[config.mk]
export PLATFORM = sky130hd
export DESIGN_NAME = irsc_top
export DESIGN_NICKNAME = d
export VERILOG_FILES = /design/src/pkg/irsc_pkg.sv /design/src/core/irsc_key_check.sv /design/src/core/irsc_wake_detect.sv /design/src/core/irsc_top.sv
export SDC_FILE = /design/constraint.sdc
export NUM_CORES = 1
export LEC_CHECK = 0
export ABC_AREA = 1
export BUFFER_PORTS_ARGS = -buffer_cell sky130_fd_sc_hd__buf_2
export CAP_MARGIN = 20
export CORE_MARGIN = 1.5
export CORE_UTILIZATION = 50
export DETAILED_ROUTE_END_ITERATION = 7
export PLACE_DENSITY_LB_ADDON = 0.15
export REMOVE_ABC_BUFFERS = 1
export SLEW_MARGIN = 20
export SYNTH_ARGS = -nofsm -noshare
export SYNTH_HDL_FRONTEND = slang
export SYNTH_SLANG_ARGS = --single-unit
[constraint.sdc]
create_clock -name i_clock -period 2.9 [get_ports i_clock]
set_input_delay 0.435 -clock i_clock [delete_from_list [all_inputs] [get_ports i_clock]]
set_output_delay 0.435 -clock i_clock [all_outputs]
set_load 0.03 [all_outputs]
[src/pkg/irsc_pkg.sv]
// Shared constants, types and decode helpers for the interrupt, reset and sleep control block
package irsc_pkg;
	localparam int              ADDR_W     = 8;
	localparam int              DATA_W     = 32;
	localparam int              PEND_W     = 32;
	localparam logic [7:0]      OFF_CTRL   = 8'h00;
	localparam logic [7:0]      OFF_SLEEP  = 8'h04;
	localparam logic [7:0]      OFF_STAT   = 8'h08;
	localparam logic [15:0]     KEY_WRITE  = 16'h05fa;
	localparam logic [15:0]     KEY_READ   = 16'hfa05;
	localparam int              KEY_LSB    = 16;
	localparam int              ENDIAN_BIT = 15;
	localparam int              PRI_LSB    = 8;
	localparam int              PRI_MSB    = 10;
	localparam int              SYSREQ_BIT = 2;
	localparam int              CLRACT_BIT = 1;
	localparam int              LRST_BIT   = 0;
	localparam int              SEV_BIT    = 4;
	localparam int              DEEP_BIT   = 2;
	localparam int              SOE_BIT    = 1;
	localparam int              STAT_SLP   = 0;
	localparam int              STAT_DEEP  = 1;
	localparam int              STAT_REQ   = 2;
	localparam logic [2:0]      PRI_RST    = 3'h0;

	typedef enum logic [1:0] {
		IRSC_RUN   = 2'h1,
		IRSC_SLEEP = 2'h2
	} irsc_sleep_e;

	typedef struct packed {
		logic              we;
		logic              re;
		logic [ADDR_W-1:0] addr;
		logic [DATA_W-1:0] wdata;
	} irsc_bus_s;

	typedef struct packed {
		logic              captured;
		logic              endian;
		logic [2:0]        pri_split;
		logic              sysreq;
		logic              clr_act;
		logic              lrst;
		logic              pend_wake;
		logic              deep_sel;
		logic              sleep_exit;
		irsc_sleep_e       sleep_st;
		logic              deep_now;
		logic [DATA_W-1:0] rdata;
	} irsc_state_s;

	localparam irsc_state_s STATE_RST = '{
		captured:   1'b0,
		endian:     1'b0,
		pri_split:  PRI_RST,
		sysreq:     1'b0,
		clr_act:    1'b0,
		lrst:       1'b0,
		pend_wake:  1'b0,
		deep_sel:   1'b0,
		sleep_exit: 1'b0,
		sleep_st:   IRSC_RUN,
		deep_now:   1'b0,
		rdata:      32'h0
	};

	typedef struct packed {
		logic [PEND_W-1:0] pend_prev;
		logic              wake;
	} irsc_wake_s;

	localparam irsc_wake_s WAKE_RST = '{pend_prev: 32'h0, wake: 1'b0};

	function automatic logic addr_is(input logic [ADDR_W-1:0] a, input logic [ADDR_W-1:0] off);
		return a == off;
	endfunction
endpackage

[src/core/irsc_key_check.sv]
// Write decode with key check for the control register; sleep register writes are not keyed
`timescale 1ns/1ps
`default_nettype none
module irsc_key_check (
	input  wire irsc_pkg::irsc_bus_s i_bus,
	output logic                     o_ctrl_keyed,
	output logic                     o_sleep_wr
);
	// Only a write with the key in the upper half changes the control register
	assign o_ctrl_keyed = i_bus.we && irsc_pkg::addr_is(i_bus.addr, irsc_pkg::OFF_CTRL)
		&& (i_bus.wdata[31:16] == irsc_pkg::KEY_WRITE);
	assign o_sleep_wr   = i_bus.we && irsc_pkg::addr_is(i_bus.addr, irsc_pkg::OFF_SLEEP);
endmodule
`default_nettype wire

[src/core/irsc_wake_detect.sv]
// Pending-edge wake event detector
`timescale 1ns/1ps
`default_nettype none
module irsc_wake_detect (
	input  wire logic                        i_clock,
	input  wire logic                        i_rst,
	input  wire logic                        i_enable,
	input  wire logic [irsc_pkg::PEND_W-1:0] i_pend,
	output logic                             o_wake_event
);
	irsc_pkg::irsc_wake_s state_r;
	irsc_pkg::irsc_wake_s state_nxt;

	always_comb begin
		state_nxt           = state_r;
		state_nxt.pend_prev = i_pend;
		// Inactive to pending counts only when enabled
		state_nxt.wake      = i_enable && (|(i_pend & ~state_r.pend_prev));
	end

	always_ff @(posedge i_clock or posedge i_rst) begin
		if (i_rst) begin
			state_r <= irsc_pkg::WAKE_RST;
		end else begin
			state_r <= state_nxt;
		end
	end

	assign o_wake_event = state_r.wake;
endmodule
`default_nettype wire

[src/core/irsc_top.sv]
// Interrupt, reset and sleep control registers with sleep state tracking
`timescale 1ns/1ps
`default_nettype none
module irsc_top #(
	parameter bit DEEP_IMPL = 1'b1
) (
	input  wire logic                        i_clock,
	input  wire logic                        i_rst,
	input  wire logic [irsc_pkg::ADDR_W-1:0] i_addr,
	input  wire logic [irsc_pkg::DATA_W-1:0] i_wdata,
	input  wire logic                        i_we,
	input  wire logic                        i_re,
	input  wire logic                        i_endian_cfg,
	input  wire logic [irsc_pkg::PEND_W-1:0] i_pend,
	input  wire logic                        i_sleep_req,
	input  wire logic                        i_return_to_thread,
	input  wire logic                        i_wake,
	output logic [irsc_pkg::DATA_W-1:0]      o_rdata,
	output logic                             o_ext_reset_req,
	output logic                             o_clear_active,
	output logic                             o_local_reset,
	output logic                             o_sleeping,
	output logic                             o_sleep_deep,
	output logic                             o_wake_event
);
	irsc_pkg::irsc_bus_s   bus;
	irsc_pkg::irsc_state_s state_r;
	irsc_pkg::irsc_state_s state_nxt;
	logic                  ctrl_keyed;
	logic                  sleep_wr;
	logic                  wake_evt;
	logic                  kw_sysreq;
	logic                  kw_clr;
	logic                  kw_lrst;

	assign bus.we    = i_we;
	assign bus.re    = i_re;
	assign bus.addr  = i_addr;
	assign bus.wdata = i_wdata;

	irsc_key_check u_key (
		.i_bus         (bus),
		.o_ctrl_keyed  (ctrl_keyed),
		.o_sleep_wr    (sleep_wr)
	);

	irsc_wake_detect u_wake (
		.i_clock      (i_clock),
		.i_rst        (i_rst),
		.i_enable     (state_r.pend_wake),
		.i_pend       (i_pend),
		.o_wake_event (wake_evt)
	);

	assign kw_sysreq = ctrl_keyed && i_wdata[irsc_pkg::SYSREQ_BIT];
	assign kw_clr    = ctrl_keyed && i_wdata[irsc_pkg::CLRACT_BIT];
	assign kw_lrst   = ctrl_keyed && i_wdata[irsc_pkg::LRST_BIT];

	always_comb begin
		state_nxt         = state_r;
		state_nxt.clr_act = 1'b0;
		state_nxt.lrst    = 1'b0;
		state_nxt.rdata   = '0;

		// Byte order caught once after reset release
		if (!state_r.captured) begin
			state_nxt.captured = 1'b1;
			state_nxt.endian   = i_endian_cfg;
		end

		if (ctrl_keyed) begin
			state_nxt.pri_split = i_wdata[irsc_pkg::PRI_MSB:irsc_pkg::PRI_LSB];
			state_nxt.clr_act  = i_wdata[irsc_pkg::CLRACT_BIT];
			state_nxt.lrst     = i_wdata[irsc_pkg::LRST_BIT];
			if (i_wdata[irsc_pkg::SYSREQ_BIT]) begin
				state_nxt.sysreq = 1'b1;
			end
		end
		// Local reset wins over a request made in the same cycle
		if (state_r.lrst) begin
			state_nxt.sysreq = 1'b0;
		end

		if (sleep_wr) begin
			state_nxt.pend_wake  = i_wdata[irsc_pkg::SEV_BIT];
			state_nxt.deep_sel   = DEEP_IMPL && i_wdata[irsc_pkg::DEEP_BIT];
			state_nxt.sleep_exit = i_wdata[irsc_pkg::SOE_BIT];
		end

		if (i_re) begin
			if (irsc_pkg::addr_is(i_addr, irsc_pkg::OFF_CTRL)) begin
				state_nxt.rdata[31:irsc_pkg::KEY_LSB] = irsc_pkg::KEY_READ;
				state_nxt.rdata[irsc_pkg::ENDIAN_BIT] = state_r.endian;
				state_nxt.rdata[irsc_pkg::PRI_MSB:irsc_pkg::PRI_LSB] = state_r.pri_split;
				state_nxt.rdata[irsc_pkg::SYSREQ_BIT] = state_r.sysreq;
				// Clear and local reset bits are one-cycle pulses and read zero
			end else if (irsc_pkg::addr_is(i_addr, irsc_pkg::OFF_SLEEP)) begin
				state_nxt.rdata[irsc_pkg::SEV_BIT]  = state_r.pend_wake;
				state_nxt.rdata[irsc_pkg::DEEP_BIT] = state_r.deep_sel;
				state_nxt.rdata[irsc_pkg::SOE_BIT]  = state_r.sleep_exit;
			end else if (irsc_pkg::addr_is(i_addr, irsc_pkg::OFF_STAT)) begin
				state_nxt.rdata[irsc_pkg::STAT_SLP]  = state_r.sleep_st[1];
				state_nxt.rdata[irsc_pkg::STAT_DEEP] = state_r.deep_now;
				state_nxt.rdata[irsc_pkg::STAT_REQ]  = state_r.sysreq;
			end
		end

		// Sleep tracking
		case (state_r.sleep_st)
			irsc_pkg::IRSC_RUN: begin
				if (i_sleep_req || (i_return_to_thread && state_r.sleep_exit)) begin
					state_nxt.sleep_st = irsc_pkg::IRSC_SLEEP;
					state_nxt.deep_now = state_r.deep_sel;
				end
			end
			irsc_pkg::IRSC_SLEEP: begin
				if (wake_evt || i_wake) begin
					state_nxt.sleep_st = irsc_pkg::IRSC_RUN;
					state_nxt.deep_now = 1'b0;
				end
			end
			default: begin
				state_nxt.sleep_st = irsc_pkg::IRSC_RUN;
				state_nxt.deep_now = 1'b0;
			end
		endcase
	end

	always_ff @(posedge i_clock or posedge i_rst) begin
		if (i_rst) begin
			state_r <= irsc_pkg::STATE_RST;
		end else begin
			state_r <= state_nxt;
		end
	end

	assign o_rdata         = state_r.rdata;
	assign o_ext_reset_req = state_r.sysreq;
	assign o_clear_active  = state_r.clr_act;
	assign o_local_reset   = state_r.lrst;
	assign o_sleeping      = state_r.sleep_st[1];
	assign o_sleep_deep    = state_r.deep_now;
	assign o_wake_event    = wake_evt;
endmodule
`default_nettype wire

==> results of run 1 <==
[flip-flops by register name (all words and copies together), names as in the netlist]
register / count
o_sleeping: 1
o_ext_reset_req: 1
o_rdata: 9
o_clear_active: 1
o_sleep_deep: 1
u_wake.o_wake_event: 1
u_wake.state_r: 32
state_r: 9
o_local_reset: 1
[power by group]
part           total (mW)  internal (mW)  switching [mW]  leakage [nW]
Clock               0.482          0.256           0.226        0.0552
Sequential          0.841          0.826          0.0150         0.683
Combinational       0.202         0.0695           0.133          1.11
Total                1.53           1.15           0.374          1.84
[cell type report]
cell class              count  area (um^2)  area share (%)
repair buffers             93        467.9           15.70
clock inverters             2        35.03           1.175
flip-flops and latches     56         1403           47.06
clock buffers               6        72.57           2.435
inverters                  58        217.7           7.305
well taps                  67        83.83           2.813
multi-input cells         148        700.7           23.51
[worst min path at each step]
stage	to	depth (start not counted)	startpoint	slack, ns
after CTS	o_rdata[2]	2	i_rst	0.17
after global routing	u_wake.state_r[29]	2	i_rst	0.19
after detailed placement	o_ext_reset_req	1	o_local_reset	0.41
final	o_rdata[2]	2	i_rst	0.15
after global placement	state_r[44]	1	state_r[45]	0.43
after floorplan	state_r[44]	1	state_r[45]	0.42
[per-layer routing]
metal	GRT usage, %	share of wire [%]
met5	0	0
met3	4.115	6.9
met4	5.556	1.2
met1	18.49	44
met2	27.23	47
[per-stage QoR]
stage          worst slack [ns]  hold WS [ns]
4_1_cts                   1.504        0.1660
5_1_grt                   1.463        0.1924
2_1_floorplan            0.7481        0.4222
3_3_place_gp              1.528        0.4288
6_report                  1.522        0.1524
3_5_place_dp              1.521        0.4129
[logic make-up (layout without fill, tap and decap cells)]
logic type             count (synthesis)  in the layout  synth area share (%)
flip-flops                            56             56                 55.99
other                                  2             17                0.2998
buffers and inverters                 90            159                 18.28
AO/OA/AOI/OAI                         21             21                 4.345
AND/OR/NAND/NOR                      110            110                 21.08
[cell usage after synthesis (3+ instances only)]
cell / number
sky130_fd_sc_hd__a21oi_1: 5
sky130_fd_sc_hd__inv_1: 53
sky130_fd_sc_hd__nand3_1: 9
sky130_fd_sc_hd__nor2_1: 26
sky130_fd_sc_hd__nand2_1: 59
sky130_fd_sc_hd__inv_2: 5
sky130_fd_sc_hd__dfrtp_1: 55
sky130_fd_sc_hd__o21ai_0: 14
sky130_fd_sc_hd__nand2_2: 3
sky130_fd_sc_hd__buf_4: 32
==> run metrics, run 1 <==
TritonCTS sink count=56; fraction of final layout cells sized beyond drive strength 1=33.61%; number of buffers inserted during clock tree synthesis=5; main area contributors after synthesis=sky130_fd_sc_hd__dfrtp_1 (55%), sky130_fd_sc_hd__buf_4 (9.6%), sky130_fd_sc_hd__nand2_1 (8.8%); nature of the critical path startpoint=register; share of the synthesized area in the top cell type=54.95%; highest clock rate=725.7 MHz; count of unique library cells instantiated by Yosys=23; launch point of the worst path=o_rdata[30]; Worst-path clk slew=0.09 ns; share of flip-flops with an asynchronous set or reset=100.0%; part of the cycle the worst path needs=47.52%; total congestion overflow=0; area of the mapped netlist=0.002505 mm^2; area overhead of the layout relative to synthesis=18.98%; Top-Level Pins=118; post-route antenna net violation count=0; class of the worst hold path=in -> async; Max-Cap Viols=0; most used flip-flop cell after synthesis=sky130_fd_sc_hd__dfrtp_1; filler instances=448; Ys Warns=0; overall routed net length=3965 um; final weighted congestion in routability-driven placement=0.7207; Cell Rows=25; post-place instance area=0.002873 mm^2; core area=0.004786 mm^2; commonest cells after routing, fill and taps aside=sky130_fd_sc_hd__buf_2 (92), sky130_fd_sc_hd__nand2_1 (59), sky130_fd_sc_hd__dfrtp_1 (55), sky130_fd_sc_hd__inv_1 (52), sky130_fd_sc_hd__nor2_1 (26); Die Outline Area=0.005443 mm^2; Largest delay share family, worst path=flip-flops; Worst Path Required=2.47 ns; post-detailed-placement half-perimeter wirelength=3207 um; unrepaired setup endpoints after global routing=no; pwr/cell area=511.9 mW/mm^2; most common library cell in the layout ignoring fill and taps=sky130_fd_sc_hd__buf_2; number of antenna violations at the first check in global routing=0; Worst Path Buf+Inv=1; worst reg-to-reg path cell count=5; Syn Inst Count=279; number of buffer cells added on primary ports=92; utilization after layout=62.27%; status=complete, no violations; cell depth of the worst setup path=1; Root Buffer Master=sky130_fd_sc_hd__clkbuf_8; setup fix buffers added after clock tree synthesis=0; top fanout value on the critical path=8; Resized cells post-CTS=0; antenna diode count=0; first-pass GRT wire length=6499 um; Avg WL per Cell=9.221 um; number of DRC violations after detailed routing=0; nature of the critical path endpoint=primary output; final sum of negative setup slack=0 ns; Seq/Total Area, Yosys=55.99%; vias post-DR=1759; die height=73.78 um; ordered cell list for the critical path=buf_2; total number of H-tree levels=2; number of setup violations in the final report=0; Final Power=1.526 mW; DR vias/cell=4.091; largest net degree at the start of global routing=33; Final Net Count=442; Slowest Stage Delay on Critical Path=0.42 ns; leakage power figure=1.845 nW; EDFF count, synth=0; data arrival time of the worst path=0.94 ns; classification of the worst setup path=reg -> out; TritonCTS clock tree=yes; fin. max-slew vios=0; number of hold violations in the final report=0; worst voltage drop across the vdd grid=0.0002445 V; synthesized flop and latch total=56; R2R setup slack=1.82 ns; startpoint of the most critical register-to-register path=state_r[33]; total routing usage reported by global routing=15.62%; clock period minus worst slack=1.378 ns; First-pass DRT Iterations=4; Post-Route Skew=0.004800 ns; crit path capture=o_rdata[31]; Max clock buf depth=2; fin area=0.002980 mm^2; vias in the first global route=1584; critical path's slowest cell=sky130_fd_sc_hd__dfrtp_1; capture instance of the worst register-to-register path=o_sleeping; post-layout instance count excluding filler cells=430; post-synthesis average cell area=8.978 um^2; largest area contributor in the synthesized netlist=sky130_fd_sc_hd__dfrtp_1; number of placed instances, taps included=422; Iter 0 DRT Violations=55; quantity of hold-fixing buffers added after cts=0; insertion delay of the later-clocked pin in the worst-skew pair=0.29 ns; starting density of the core=52.34%; width of the die=73.78 um
Note: power is estimated with default switching activity, not from simulation.
==> inputs of run 2 (changes only) <==
- CORE_UTILIZATION: 50 -> 42
- clock period: 2.9 -> 1.13 ns (I/O delays scaled with it)
==> run metrics, run 2 (synthesis gave the netlist of run 1 again) <==
width of the die=80.23 um (+8.7%); fin. max-slew vios=0 (unchanged); First-pass DRT Iterations=4 (unchanged); worst voltage drop across the vdd grid=0.0006221 V (+150%); most common library cell in the layout ignoring fill and taps=sky130_fd_sc_hd__buf_2; Final Net Count=474 (+7.2%); vias in the first global route=1898 (+20%); fraction of final layout cells sized beyond drive strength 1=32.15% (-1.5 points); Max-Cap Viols=0 (unchanged); Top-Level Pins=118 (unchanged); core area=0.005642 mm^2 (+18%); Die Outline Area=0.006436 mm^2 (+18%); worst reg-to-reg path cell count=5 (unchanged); overall routed net length=4851 um (+22%); crit path capture=u_wake.o_wake_event; Top reg by flops=u_wake.state_r; Worst Path Required=1.33 ns (-1.14 ns); total congestion overflow=0 (unchanged); pwr/cell area=1254 mW/mm^2 (+140%); class of the worst hold path=in -> reg; die height=80.23 um (+8.7%); commonest cells after routing, fill and taps aside=sky130_fd_sc_hd__buf_2 (84), sky130_fd_sc_hd__nand2_1 (58), sky130_fd_sc_hd__dfrtp_1 (54), sky130_fd_sc_hd__inv_1 (52), sky130_fd_sc_hd__dlygate4sd3_1 (33); Post-Route Skew=0.002548 ns (-0.002252 ns); Avg WL per Cell=10.39 um (+13%); Worst-path clk slew=0.09 ns (about the same); TritonCTS clock tree=yes; number of antenna violations at the first check in global routing=0 (unchanged); TritonCTS sink count=56 (unchanged); capture instance of the worst register-to-register path=o_sleep_deep; post-detailed-placement half-perimeter wirelength=3514 um (+9.6%); status=complete, no violations; number of setup violations in the final report=0 (unchanged); fin area=0.003377 mm^2 (+13%); area overhead of the layout relative to synthesis=34.82%; largest net degree at the start of global routing=38 (+15%); vias post-DR=1931 (+9.8%); Iter 0 DRT Violations=27 (-51%); number of buffers inserted during clock tree synthesis=5 (unchanged); launch point of the worst path=i_pend[26]; nature of the critical path endpoint=register; post-route antenna net violation count=0 (unchanged); classification of the worst setup path=in -> reg; final weighted congestion in routability-driven placement=0.7272 (+0.90%); nature of the critical path startpoint=input port; DR vias/cell=4.135 (+1.1%); leakage power figure=2.000 nW (+8.4%); post-place instance area=0.002907 mm^2 (+1.2%); utilization after layout=59.86% (-2.4 points); R2R setup slack=0.09 ns (-1.73 ns); unrepaired setup endpoints after global routing=yes; total routing usage reported by global routing=16.33% (+0.71 points); Cell Rows=27 (+8.0%); max reg flops=32 (unchanged); number of hold violations in the final report=0 (unchanged); insertion delay of the later-clocked pin in the worst-skew pair=0.30 ns (about the same); Max clock buf depth=2 (unchanged); startpoint of the most critical register-to-register path=state_r[33]; total number of H-tree levels=2 (unchanged); Root Buffer Master=sky130_fd_sc_hd__clkbuf_8; part of the cycle the worst path needs=97.86%; top fanout value on the critical path=2 (-6); highest clock rate=904.3 MHz; first-pass GRT wire length=7872 um (+21%); number of DRC violations after detailed routing=0 (unchanged); clock period minus worst slack=1.106 ns; data arrival time of the worst path=1.30 ns (+0.36 ns); starting density of the core=44.40% (-7.9 points); antenna diode count=0 (unchanged); number of buffer cells added on primary ports=92 (unchanged)
## run 2: cell count changes in the layout (fill, tap and decap cells not counted), moves of 2 or more
cell                            change
sky130_fd_sc_hd__nor2_2             +2
sky130_fd_sc_hd__clkbuf_8           +2
sky130_fd_sc_hd__buf_4              +3
sky130_fd_sc_hd__dlygate4sd3_1     +33
sky130_fd_sc_hd__buf_2              -8
sky130_fd_sc_hd__nor2_1             -2
sky130_fd_sc_hd__o21ai_1            +7
sky130_fd_sc_hd__o21ai_0            -8
sky130_fd_sc_hd__clkbuf_4           +2
## run 2: through the flow
step | TNS (ns) | worst slack (ns) | hold WS (ns) | instances | power, mW
after floorplan | -28.65 | -0.7564 | 0.2009 | 262 | 2.518
after global placement | 0 | 0.03349 | 0.2168 | 429 | 2.728
after detailed placement | 0 | 0.01959 | 0.2211 | 429 | 2.747
after CTS | -0.1580 | -0.02001 | 0.05020 | 470 | 4.241
after global routing | -0.2186 | -0.02341 | 0.04723 | 467 | 4.462
final | 0 | 0.02417 | 0.06312 | 467 | 4.233
## run 2: how the worst min path moves through the flow
stage | slack [ns] | start | to | cells after the start
floorplan | 0.20 | i_pend[9] | u_wake.state_r[10] | 0
global placement | 0.22 | i_rst | u_wake.state_r[27] | 3
detailed placement | 0.22 | i_rst | u_wake.state_r[27] | 3
CTS | 0.05 | i_re | o_rdata[2] | 3
global route | 0.05 | i_wdata[0] | o_local_reset | 3
finish | 0.06 | i_re | o_rdata[2] | 3
## run 2: metal layers
layer | track usage, % | share of wire, % | vias up
met2 | 30.67 | 52 | 73
met5 | 0 | 0 | -
met3 | 5.227 | 6.9 | 6
met4 | 6.207 | 1.4 | 0
met1 | 16.61 | 40 | 853
li1 | - | - | 999
## run 2: critical path, stage by stage
cell	delay (ns)
sky130_fd_sc_hd__dlygate4sd3_1	0.55
sky130_fd_sc_hd__buf_2	0.14
sky130_fd_sc_hd__nand2_1	0.06
sky130_fd_sc_hd__nand2_1	0.04
sky130_fd_sc_hd__nor2_1	0.09
sky130_fd_sc_hd__nand2_1	0.07
sky130_fd_sc_hd__nor2_2	0.10
sky130_fd_sc_hd__a21oi_1	0.07
## run 2: layout make-up
cell class / instances / area (um^2)
timing repair buffer: 125 / 827.0
fill: 537 / 2265
inverter: 58 / 217.7
tap: 72 / 90.09
sequential: 56 / 1404
multi-input combinational: 148 / 711.9
clock inverter: 1 / 30.03
clock buffer: 7 / 96.34
## run 2: timing repair
action | CTS | global route
endpoints found under the setup margin | 8 | 14
resized for setup | 0 | 20
cloned | 0 | 0
hold buffers | 33 | 0
hold endpoints to repair | 87 | 0
setup buffers | 0 | 1
pin swaps | 0 | 9
## run 2: where the power goes
part | internal (mW) | leakage (nW) | switching, mW | total, mW
logic | 0.293 | 1.25 | 0.376 | 0.669
registers | 2.12 | 0.681 | 0.0470 | 2.17
clock network | 0.782 | 0.0645 | 0.616 | 1.40
